===== config.mk =====
export PLATFORM = sky130hd
export DESIGN_NAME = eep_slave
export DESIGN_NICKNAME = d
export VERILOG_FILES = /design/src/eep_sync.v /design/src/eep_slave.v
export VERILOG_INCLUDE_DIRS = /design/src /design/src/src
export SDC_FILE = /design/constraint.sdc
export NUM_CORES = 1
export LEC_CHECK = 0
export BUFFER_PORTS_ARGS = -buffer_cell sky130_fd_sc_hd__buf_2
export CORE_UTILIZATION = 55
export DETAILED_ROUTE_END_ITERATION = 7
export GPL_ROUTABILITY_DRIVEN = 1
export PLACE_DENSITY = 0.74
export SLEW_MARGIN = 20
export SYNTH_ARGS = -nofsm -noshare
export SYNTH_HDL_FRONTEND = slang
export SYNTH_HIERARCHICAL = 1
export SYNTH_SLANG_ARGS = --single-unit
export TNS_END_PERCENT = 5

===== constraint.sdc =====
create_clock -name mclk -period 2.31 [get_ports mclk]
set_clock_uncertainty 0.1 [all_clocks]
set_input_delay 0.1155 -clock mclk [delete_from_list [all_inputs] [get_ports mclk]]
set_output_delay 0.1155 -clock mclk [all_outputs]
set_load 0.05 [all_outputs]

===== src/eep_defs.vh =====
`ifndef EEP_DEFS_VH
`define EEP_DEFS_VH

// select byte layout
`define EEP_TYPE_HI 7
`define EEP_TYPE_LO 4
`define EEP_TYPE_ARRAY 4'ha
`define EEP_TYPE_PAGE 4'hb
`define EEP_CE_HI_BIT 3
`define EEP_CE_LO_BIT 2
`define EEP_TOP_BIT 1
`define EEP_RW_BIT 0

// address and data byte layout
`define EEP_LOCK_SEL_BIT 7
`define EEP_LOCK_DATA_BIT 1

// array geometry
`define EEP_PAGES 32
`define EEP_PAGE_BYTES 16
`define EEP_ADDR_W 9
`define EEP_OFS_W 4

// bit slot counter: rising clock edges seen so far in the byte
`define EEP_LAST_BIT 4'h8
`define EEP_ACK_SLOT 4'h9
`define EEP_FIRST_BIT 4'h1

// write cycle timing
`define EEP_CLK_NS 10
`define EEP_T_WRITE_NS 100000
`define EEP_T_WRITE_CYC (`EEP_T_WRITE_NS / `EEP_CLK_NS)

`endif


===== src/eep_sync.v =====
`timescale 1ns/1ps
`default_nettype none

module eep_sync #(
  parameter WIDTH = 5
) (
  // clock and reset
  input wire mclk,
  input wire rst,
  // asynchronous levels in, synchronised levels out
  input wire [WIDTH-1:0] async_in,
  output wire [WIDTH-1:0] sync_out
);

  genvar i;

  // two flops per pin; the first is read only by the second
  generate
    for (i = 0; i < WIDTH; i = i + 1) begin : g_bit
      reg meta_q;
      reg sync_q;
      always @(posedge mclk) begin
        if (rst) begin
          meta_q <= 1'b1;
          sync_q <= 1'b1;
        end else begin
          meta_q <= async_in[i];
          sync_q <= meta_q;
        end
      end
      assign sync_out[i] = sync_q;
    end
  endgenerate

endmodule

`default_nettype wire


===== src/eep_slave.v =====
// What this block does
// [RQ1] 512-byte array addressed as 32x16 pages
// [RQ2] extra 16-byte id page, permanently lockable
// [RQ3] strap pins set select bits 3, 2
// [RQ4] protect input high blocks all writes
// [RQ5] protected: ack select/address, nack data
// [RQ6] start is sda fall, scl high
// [RQ7] master sends start before every instruction
// [RQ8] stop is sda rise, scl high; ends
// [RQ9] stop after write starts write cycle
// [RQ10] sample sda on each scl rise
// [RQ11] master changes sda only while scl low
// [RQ12] transmitter releases; receiver acks ninth pulse
// [RQ13] sda open drain, never driven high
// [RQ14] slave only, never makes clock
// [RQ15] accept type 1010 or 1011 only
// [RQ16] respond only when chip field matches straps
// [RQ17] select msb first; bit1 top, bit0 rw
// [RQ18] rw bit one reads, zero writes
// [RQ19] mismatch releases bus until next start
// [RQ20] match acks select, then acks address
// [RQ21] array address: top bit plus address byte
// [RQ22] page: bit7 0 byte select, 1 lock
// [RQ23] write only on stop after data ack
// [RQ24] busy write cycle ignores bus requests
// [RQ25] multi-byte writes wrap within page
// [RQ26] lock needs data bit1; locked page nacks
// [RQ27] busy flag for write cycle, gates bus
`timescale 1ns/1ps
`default_nettype none
`include "eep_defs.vh"

module eep_slave #(
  parameter T_WRITE_CYC = `EEP_T_WRITE_CYC,
  parameter PAGES = `EEP_PAGES,
  parameter PAGE_BYTES = `EEP_PAGE_BYTES
) (
  // clock and reset
  input wire mclk,
  input wire rst,
  // two-wire bus pins
  input wire scl_in,
  input wire sda_in,
  output wire sda_out,
  output wire sda_oe,
  // strap and protect pins
  input wire chip_enable_high_strap,
  input wire chip_enable_low_strap,
  input wire write_protect_input,
  // accepted data bytes to the storage
  output reg byte_valid,
  output reg byte_to_page,
  output reg [`EEP_ADDR_W-1:0] byte_addr,
  output reg [7:0] byte_data,
  // write cycle and status
  output reg write_start,
  output wire write_busy,
  output wire page_locked,
  output wire read_request
);

  // ----------------------------------------------------------------
  // state codes
  // ----------------------------------------------------------------
  localparam [4:0] S_IDLE = 5'b00001;
  localparam [4:0] S_SEL = 5'b00010;
  localparam [4:0] S_ADDR = 5'b00100;
  localparam [4:0] S_DATA = 5'b01000;
  localparam [4:0] S_SKIP = 5'b10000;

  localparam CNT_W = 24;

  // ----------------------------------------------------------------
  // pin synchronisers
  // ----------------------------------------------------------------
  wire [4:0] pins_s;
  wire scl_s;
  wire sda_s;
  wire ce_hi_s;
  wire ce_lo_s;
  wire wp_s;

  // floating straps are pulled low outside; we just sample them
  eep_sync #(
    .WIDTH(5)
  ) u_sync (
    .mclk(mclk),
    .rst(rst),
    .async_in({scl_in, sda_in, chip_enable_high_strap,
      chip_enable_low_strap, write_protect_input}),
    .sync_out(pins_s)
  );

  assign scl_s = pins_s[4];
  assign sda_s = pins_s[3];
  assign ce_hi_s = pins_s[2];
  assign ce_lo_s = pins_s[1];
  assign wp_s = pins_s[0];

  // ----------------------------------------------------------------
  // bus condition detection
  // ----------------------------------------------------------------
  reg scl_prev_q;
  reg sda_prev_q;
  wire scl_rise;
  wire scl_fall;
  wire start_cond;
  wire stop_cond;

  // previous levels for edge finding
  always @(posedge mclk) begin
    if (rst) begin
      scl_prev_q <= 1'b1;
      sda_prev_q <= 1'b1;
    end else begin
      scl_prev_q <= scl_s;
      sda_prev_q <= sda_s;
    end
  end

  // data sampled at clock rise, moved on at clock fall
  assign scl_rise = scl_s & ~scl_prev_q; // see [RQ10]
  assign scl_fall = ~scl_s & scl_prev_q;
  // sda edges with scl held high are framing, not data
  assign start_cond = scl_s & scl_prev_q & sda_prev_q & ~sda_s; // see [RQ6]
  assign stop_cond = scl_s & scl_prev_q & ~sda_prev_q & sda_s; // see [RQ8]

  // ----------------------------------------------------------------
  // protocol registers
  // ----------------------------------------------------------------
  reg [4:0] state_q;
  reg [3:0] bit_q;
  reg [7:0] shift_q;
  reg ack_q;
  reg to_page_q;
  reg top_q;
  reg rd_q;
  reg lock_cmd_q;
  reg lock_data_q;
  reg locked_q;
  reg wr_pend_q;
  reg [`EEP_ADDR_W-1:0] addr_q;
  reg [CNT_W-1:0] busy_cnt_q;
  reg busy_q;

  wire [7:0] byte_in;
  wire type_ok;
  wire ce_ok;
  wire sel_ok;
  wire data_ok;
  wire byte_done;
  wire ack_done;
  wire write_go;

  // byte as it stands after the eighth rising edge
  assign byte_in = shift_q;

  // only the two type codes are answered
  assign type_ok = (byte_in[`EEP_TYPE_HI:`EEP_TYPE_LO] ==
    `EEP_TYPE_ARRAY) ||
    (byte_in[`EEP_TYPE_HI:`EEP_TYPE_LO] ==
    `EEP_TYPE_PAGE); // see [RQ15]

  // received chip field must equal the strapped pins
  assign ce_ok = (byte_in[`EEP_CE_HI_BIT] == ce_hi_s) &&
    (byte_in[`EEP_CE_LO_BIT] == ce_lo_s); // see [RQ3] see [RQ16]

  // a busy device stays silent so the master can poll
  assign sel_ok = type_ok & ce_ok & ~busy_q; // see [RQ24]

  // data bytes are refused when protected or page locked
  assign data_ok = ~wp_s &
    ~(to_page_q & locked_q); // see [RQ4] see [RQ5] see [RQ26]

  assign byte_done = scl_fall & (bit_q == `EEP_LAST_BIT);
  assign ack_done = scl_fall & (bit_q == `EEP_ACK_SLOT);

  // only a stop in the slot right after a data ack commits
  assign write_go = stop_cond & state_q[3] & wr_pend_q &
    (bit_q == `EEP_FIRST_BIT); // see [RQ9] see [RQ23]

  // ----------------------------------------------------------------
  // bit slot counter and shifter
  // ----------------------------------------------------------------
  // nine slots per byte; the ninth is the acknowledge
  always @(posedge mclk) begin
    if (rst) begin
      bit_q <= 4'h0;
      shift_q <= 8'h00;
    end else if (start_cond & ~busy_q) begin
      bit_q <= 4'h0;
    end else if (scl_rise & (bit_q != `EEP_ACK_SLOT)) begin
      shift_q <= {shift_q[6:0], sda_s}; // see [RQ10] see [RQ17]
      bit_q <= bit_q + 4'h1;
    end else if (ack_done) begin
      bit_q <= 4'h0;
    end
  end

  // ----------------------------------------------------------------
  // transfer state machine
  // ----------------------------------------------------------------
  // start is ignored while busy; a stop always ends the talk
  always @(posedge mclk) begin
    if (rst) begin
      state_q <= S_IDLE;
      ack_q <= 1'b0;
      to_page_q <= 1'b0;
      top_q <= 1'b0;
      rd_q <= 1'b0;
      lock_cmd_q <= 1'b0;
      lock_data_q <= 1'b0;
      wr_pend_q <= 1'b0;
      addr_q <= {`EEP_ADDR_W{1'b0}};
    end else if (start_cond & ~busy_q) begin
      state_q <= S_SEL; // see [RQ6]
      ack_q <= 1'b0;
      wr_pend_q <= 1'b0;
      lock_data_q <= 1'b0;
    end else if (stop_cond) begin
      state_q <= S_IDLE; // see [RQ8]
      ack_q <= 1'b0;
      wr_pend_q <= 1'b0;
    end else begin
      case (state_q)
        S_SEL: begin
          if (byte_done) begin
            if (sel_ok) begin
              ack_q <= 1'b1; // see [RQ20]
              to_page_q <= byte_in[`EEP_TYPE_LO];
              top_q <= byte_in[`EEP_TOP_BIT]; // see [RQ17]
              rd_q <= byte_in[`EEP_RW_BIT]; // see [RQ18]
            end else begin
              state_q <= S_SKIP; // see [RQ19]
            end
          end else if (ack_done) begin
            ack_q <= 1'b0; // see [RQ12]
            // reads are served by the storage side
            state_q <= rd_q ? S_SKIP : S_ADDR;
          end
        end
        S_ADDR: begin
          if (byte_done) begin
            ack_q <= 1'b1; // see [RQ5] see [RQ20]
            if (to_page_q) begin
              lock_cmd_q <= byte_in[`EEP_LOCK_SEL_BIT]; // see [RQ22]
              addr_q <= {{(`EEP_ADDR_W-`EEP_OFS_W){1'b0}},
                byte_in[`EEP_OFS_W-1:0]}; // see [RQ22]
            end else begin
              lock_cmd_q <= 1'b0;
              addr_q <= {top_q, byte_in}; // see [RQ21]
            end
          end else if (ack_done) begin
            ack_q <= 1'b0;
            state_q <= S_DATA;
          end
        end
        S_DATA: begin
          if (byte_done) begin
            ack_q <= data_ok; // see [RQ5]
            if (data_ok) begin
              wr_pend_q <= 1'b1;
              if (lock_cmd_q) begin
                lock_data_q <= byte_in[`EEP_LOCK_DATA_BIT]; // see [RQ26]
              end
            end
          end else if (ack_done) begin
            ack_q <= 1'b0;
            if (ack_q) begin
              // offset wraps, page bits stay put
              addr_q[`EEP_OFS_W-1:0] <=
                addr_q[`EEP_OFS_W-1:0] + 4'h1; // see [RQ25]
            end
          end
        end
        S_SKIP: begin
          ack_q <= 1'b0; // see [RQ19]
        end
        default: begin
          ack_q <= 1'b0;
        end
      endcase
    end
  end

  // ----------------------------------------------------------------
  // byte hand-off to the storage
  // ----------------------------------------------------------------
  // one pulse per accepted data byte; lock bytes are not stored
  always @(posedge mclk) begin
    if (rst) begin
      byte_valid <= 1'b0;
      byte_to_page <= 1'b0;
      byte_addr <= {`EEP_ADDR_W{1'b0}};
      byte_data <= 8'h00;
    end else begin
      byte_valid <= byte_done & state_q[3] & data_ok &
        ~lock_cmd_q & ~stop_cond & ~(start_cond & ~busy_q);
      if (byte_done & state_q[3]) begin
        byte_to_page <= to_page_q; // see [RQ2]
        byte_addr <= addr_q; // see [RQ1]
        byte_data <= byte_in;
      end
    end
  end

  // ----------------------------------------------------------------
  // write cycle timer and page lock
  // ----------------------------------------------------------------
  // the lock lives until reset; storage keeps it across power
  always @(posedge mclk) begin
    if (rst) begin
      write_start <= 1'b0;
      busy_q <= 1'b0;
      busy_cnt_q <= {CNT_W{1'b0}};
      locked_q <= 1'b0;
    end else begin
      write_start <= write_go;
      if (write_go) begin
        busy_q <= 1'b1; // see [RQ27]
        busy_cnt_q <= T_WRITE_CYC[CNT_W-1:0] - 24'h00_0001;
        if (lock_cmd_q & lock_data_q) begin
          locked_q <= 1'b1; // see [RQ2] see [RQ26]
        end
      end else if (busy_q) begin
        if (busy_cnt_q == {CNT_W{1'b0}}) begin
          busy_q <= 1'b0; // see [RQ27]
        end else begin
          busy_cnt_q <= busy_cnt_q - 24'h00_0001;
        end
      end
    end
  end

  // ----------------------------------------------------------------
  // outputs
  // ----------------------------------------------------------------
  // pin only ever pulls low; no clock is driven anywhere
  assign sda_out = 1'b0; // see [RQ13] see [RQ14]
  assign sda_oe = ack_q & ~busy_q; // see [RQ12] see [RQ24]
  assign write_busy = busy_q;
  assign page_locked = locked_q;
  // a matched read select, for the storage side's read path
  assign read_request = rd_q & state_q[1] & ack_q;

endmodule

`default_nettype wire


Yosys cells after proc, flatten, opt, wreduce, memory -nomap -nowiden
Cells that the tools add are included.

storage, ports and cells
  bits in registers = 91
  latch bits = 0
  RAM bits = 0
  bits in read-only memories = 0
  input port bits = 7
  logic and storage cells = 152
  memories = 0

cells by class
  $add $sub $neg = 3
  $mul = 0
  div/mod/pow operators = 0
  magnitude comparators = 0
  eq/ne operators = 25
  shift-type cells = 0
  muxes and demuxes = 30
  bitwise logic cells = 38
  reductions and logical operators = 22

operator list
  kind                     number
  $mux W14                 3
  $mux W5                  6
  $and A1 B1 Y1            27
  $logic_not A24 Y1        1
  $mux W4                  6
  $sub A24 B1 Y24 const B  1
  $reduce_and A5 Y1        4
  $eq A4 B4 Y1 const B     4
  $ne A2 B2 Y1 const B     7
  $ne A4 B4 Y1 const B     3
  $not A1 Y1               11
  $ne A5 B5 Y1 const B     2
  $pmux W5 S2              1
  $mux W1                  9
  $mux W9                  1
  $ne A3 B3 Y1 const B     3
  $add A4 B1 Y4 const B    2
  $pmux W4 S2              1
  $reduce_and A2 Y1        4
  $reduce_bool A2 Y1       4
  $reduce_and A7 Y1        1
  $eq A5 B2 Y1 const B     1
  $eq A5 B3 Y1 const B     1
  $eq A5 B4 Y1 const B     1
  other kinds (11)         14

Logic depth before layout (Yosys ltp)
  depth in word-level cells = 9
  gate-level depth with buffers = 8
  depth with buffers taken out = 7

Cells and area by module
The synthesis kept the hierarchy.

modules (own cells, without submodules)
  module     instances  cells each  area an instance (um^2)  sequential area each (um^2)
  eep_slave  1          438         3702.3                   1621.6
  eep_sync   1          25          300.3                    200.2

Worst setup path before layout
Ideal clock, no wire load.

  kind = reg-to-reg
  from = reg busy_q, in the netlist write_busy
  to = reg busy_cnt_q[23]
  setup time = 0.071 ns
  data arrival time = 2.020 ns
  path slack = 0.119 ns
  stages on the path, launching flop included = 7
  path buffers = 1
  period minus slack after synthesis = 2.191 ns
  path through = dfxtp_1 > nor4b_1 > nand4_1 > o21bai_4 > buf_6 > or4_1 > a21oi_1

between the ends
  cells in the longest elaborated chain, start to end = 1

RTL lines
  element                      RTL line         RTL
  start, declared              eep_slave.v:144  reg busy_q;
  start signal, assigned       eep_slave.v:314  busy_q <= 1'b0;
  start signal, assigned       eep_slave.v:320  busy_q <= 1'b1;
  start signal, assigned       eep_slave.v:327  busy_q <= 1'b0;
  $reduce_and A2 Y1 (no line)  -
  end signal, assigned         eep_slave.v:315  busy_cnt_q <= {CNT_W{1'b0}};
  end signal, assigned         eep_slave.v:321  busy_cnt_q <= T_WRITE_CYC[CNT_W-1:0] - 24'h00_0001;
  end signal, assigned         eep_slave.v:329  busy_cnt_q <= busy_cnt_q - 24'h00_0001;
  end, declared                eep_slave.v:143  reg [CNT_W-1:0] busy_cnt_q;

Every way passes these cells.
A chain may end at the register's enable or synchronous reset.

Worst setup path after layout
  from = reg busy_q, in the netlist write_busy
  to = reg busy_cnt_q[19]

Same word-level chain as after synthesis.

==> impl_metrics.tcl <==
set metrics [dict create \
    vias 3278 \
    synthFlopType "dfxtp_1" \
    clock-root-buffer "clkbuf_8" \
    hpwl_um 5810 \
    initial_core_util 0.580 \
    finalCritPeriodShare 0.938 \
    ant_nets 0 \
    synth.distinct_cells 69 \
    antenna_found_initial 0 \
    synthesis.area_um2 4000 \
    cp.arrival_ps 2370 \
    startpoint_type "flop" \
    num_io_pins 32 \
    hold_class "in2reg" \
    die_y_um 87.3 \
    insertion_delay_ps 370 \
    synth_async_sr_flop_share 0 \
    leakage_uw 0.00165 \
    ir_drop_mv 0.562 \
    hold_ws_ps 70.3 \
    utilization 0.643 \
    synth_nets 475 \
    crit_fanout 11 \
    postCtsResizedCells 0 \
    drc_errors 0 \
    drt_pass1_iterations 5 \
    grt_first_pass_wirelength_um 14200 \
    maxCapViolCount 0 \
    antenna_cells 0 \
    fillCellCount 625 \
    area_growth_pct 10.9 \
    grt_pass1_vias 3056 \
    max_slew.worst_pin.slew_ps 526 \
    fmax_mhz 462 \
    nets 502 \
    cp-end-kind "flop" \
    grtUsageTotal 0.240 \
    synth_cells 463 \
    path_clk_slew_ps 100 \
    max_slew_margin 0.647 \
    io_buffers 30 \
    clockBufferDepth 2 \
    finalHoldViolCount 0 \
    synth_edf_count 0 \
    required_ps 2510 \
    std_cell_rows 30 \
    cts.sinks 91 \
    drive_gt1_frac 0.152 \
    die-area_um2 7620 \
    globalRouteOverflowTotal 0 \
    drtIter0Drc 134 \
    critical_path_class "reg2reg" \
    cts_made_buffers 9 \
    avgRoutedWirePerCell_um 14.2 \
    core_area_um2 6910 \
    rsz0062_at_grt "no" \
    synth_seq_area_share 0.455 \
    power_density_nw_per_um2 611 \
    totalWireLength_um 8380 \
    via_per_inst 5.55 \
    setup_violations 0 \
    r2r_setup_slack_ps 140 \
    ys_ff_latch 91 \
    status "complete, no violations" \
    globalplace.congestion 0.861 \
    maxSlewViolCount 0 \
    ys_warn_count 6 \
    period_minus_slack_ps 2170 \
    syn_avg_cell_area_um2 8.64 \
    setup-tns-final_ps 0 \
    h-tree-depth 3 \
    cts_tree "built" \
    die_x_um 87.3 \
    grt_start_max_net_pins 46 \
]
## critical path: stages (launching register included)
cell      delay (ps)
dfxtp_1          600
nor4b_1          350
nand4_1          130
o21bai_4         250
or4_1            490
a21oi_1          180
## cells in the final DEF, fill, tap and decap left out, drive strengths merged, types with 3 or more instances in the layout
cell,instances
a21oi,57
a31oi,3
and2,3
buf,39
clkbuf,9
dfxtp,91
dlygate4sd3,5
ha,5
inv,12
mux2i,5
nand2,70
nand2b,6
nand3,11
nand3b,3
nand4,5
nor2,42
nor2b,3
nor3,6
nor3b,7
nor4,10
o211ai,6
o21ai,8
o31ai,5
or2,15
or3,6
or4,10
xnor2,5
xor2,12
## timing repair
action	4_1_cts	5_1_grt
buffers inserted	0	0
hold buffers	5	0
hold endpoints to repair	5	0
## state kept, by name, indices dropped and copies added, names as in the netlist, 4 cells and up
name	count
addr_q	9
bit_q	4
busy_cnt_q	24
byte_addr	9
byte_data	8
byte_in	8
state_q	5
u_sync/g_bit.meta_q	5
u_sync/g_bit.sync_q	5
## report_power, final
part / total, µW / internal (µW) / switching, µW
registers: 1590 / 1580 / 8.39
logic: 80.6 / 28.7 / 51.9
clock network: 1040 / 421 / 622
total: 2710 / 2030 / 682
## worst paths after layout
path,depth (start not counted),endpoint,start
worst min register to register,1,u_sync/g_bit[4].sync_q,u_sync/g_bit[4].meta_q
worst min-delay path,2,rd_q,rst
worst max register to register,5,busy_cnt_q[19],write_busy
worst max-delay path,5,busy_cnt_q[19],write_busy
## cell families (layout without fill, tap and decap cells)
family	count (synthesis)	after routing	share of synthesized area
XOR/XNOR	17	17	0.0372
flip-flops	91	91	0.455
other	1	1	0.000937
adder cells (fa/ha/maj)	5	5	0.0156
AO/OA/AOI/OAI	96	96	0.148
multiplexers	6	6	0.0153
buffers and inverters	36	68	0.0428
AND/OR/NAND/NOR	211	211	0.285
## routing by layer
metal  global-route usage  vias up  part of all wire
met2                0.408       64              0.49
met1                0.296     1535              0.45
met3               0.0616       13             0.034
met4               0.0745        0             0.018
met5                    0        -                 0
li1                     -     1666                 -
## cells in the mapped netlist (all sizes together), types with 6 or more instances
cell type,n,area share
nor3,6,0.0088
or3,6,0.0097
xor2,12,0.026
or4,10,0.019
nand2,70,0.066
buf,13,0.021
nor4,10,0.028
nand3,11,0.015
or2,15,0.023
a21oi,57,0.071
inv,8,0.0075
nor3b,7,0.013
dfxtp,91,0.46
nand2b,6,0.0094
nor2,42,0.039
o211ai,6,0.013
clkbuf,15,0.014
o21ai,8,0.011
## per-stage QoR
step	power, µW	std cells	setup slack [ps]	cell area (µm²)
detailed placement	1700	570	207	4200
finish	2710	591	144	4440
global route	2820	591	32.4	4440
CTS	2740	591	175	4440
global placement	1700	570	234	4200
floorplan	1680	463	119	4000
## layout make-up
class                      count  area (µm²)  area share
inverter                       8        30.0     0.00676
clock inverter                 7        67.6      0.0152
sequential                    91        1820       0.410
multi-input combinational    336        2010       0.453
timing repair buffer          44         268      0.0603
tap                           96         120      0.0270
clock buffer                   9         124      0.0279
No activity file was read; power rests on OpenSTA's default activity.
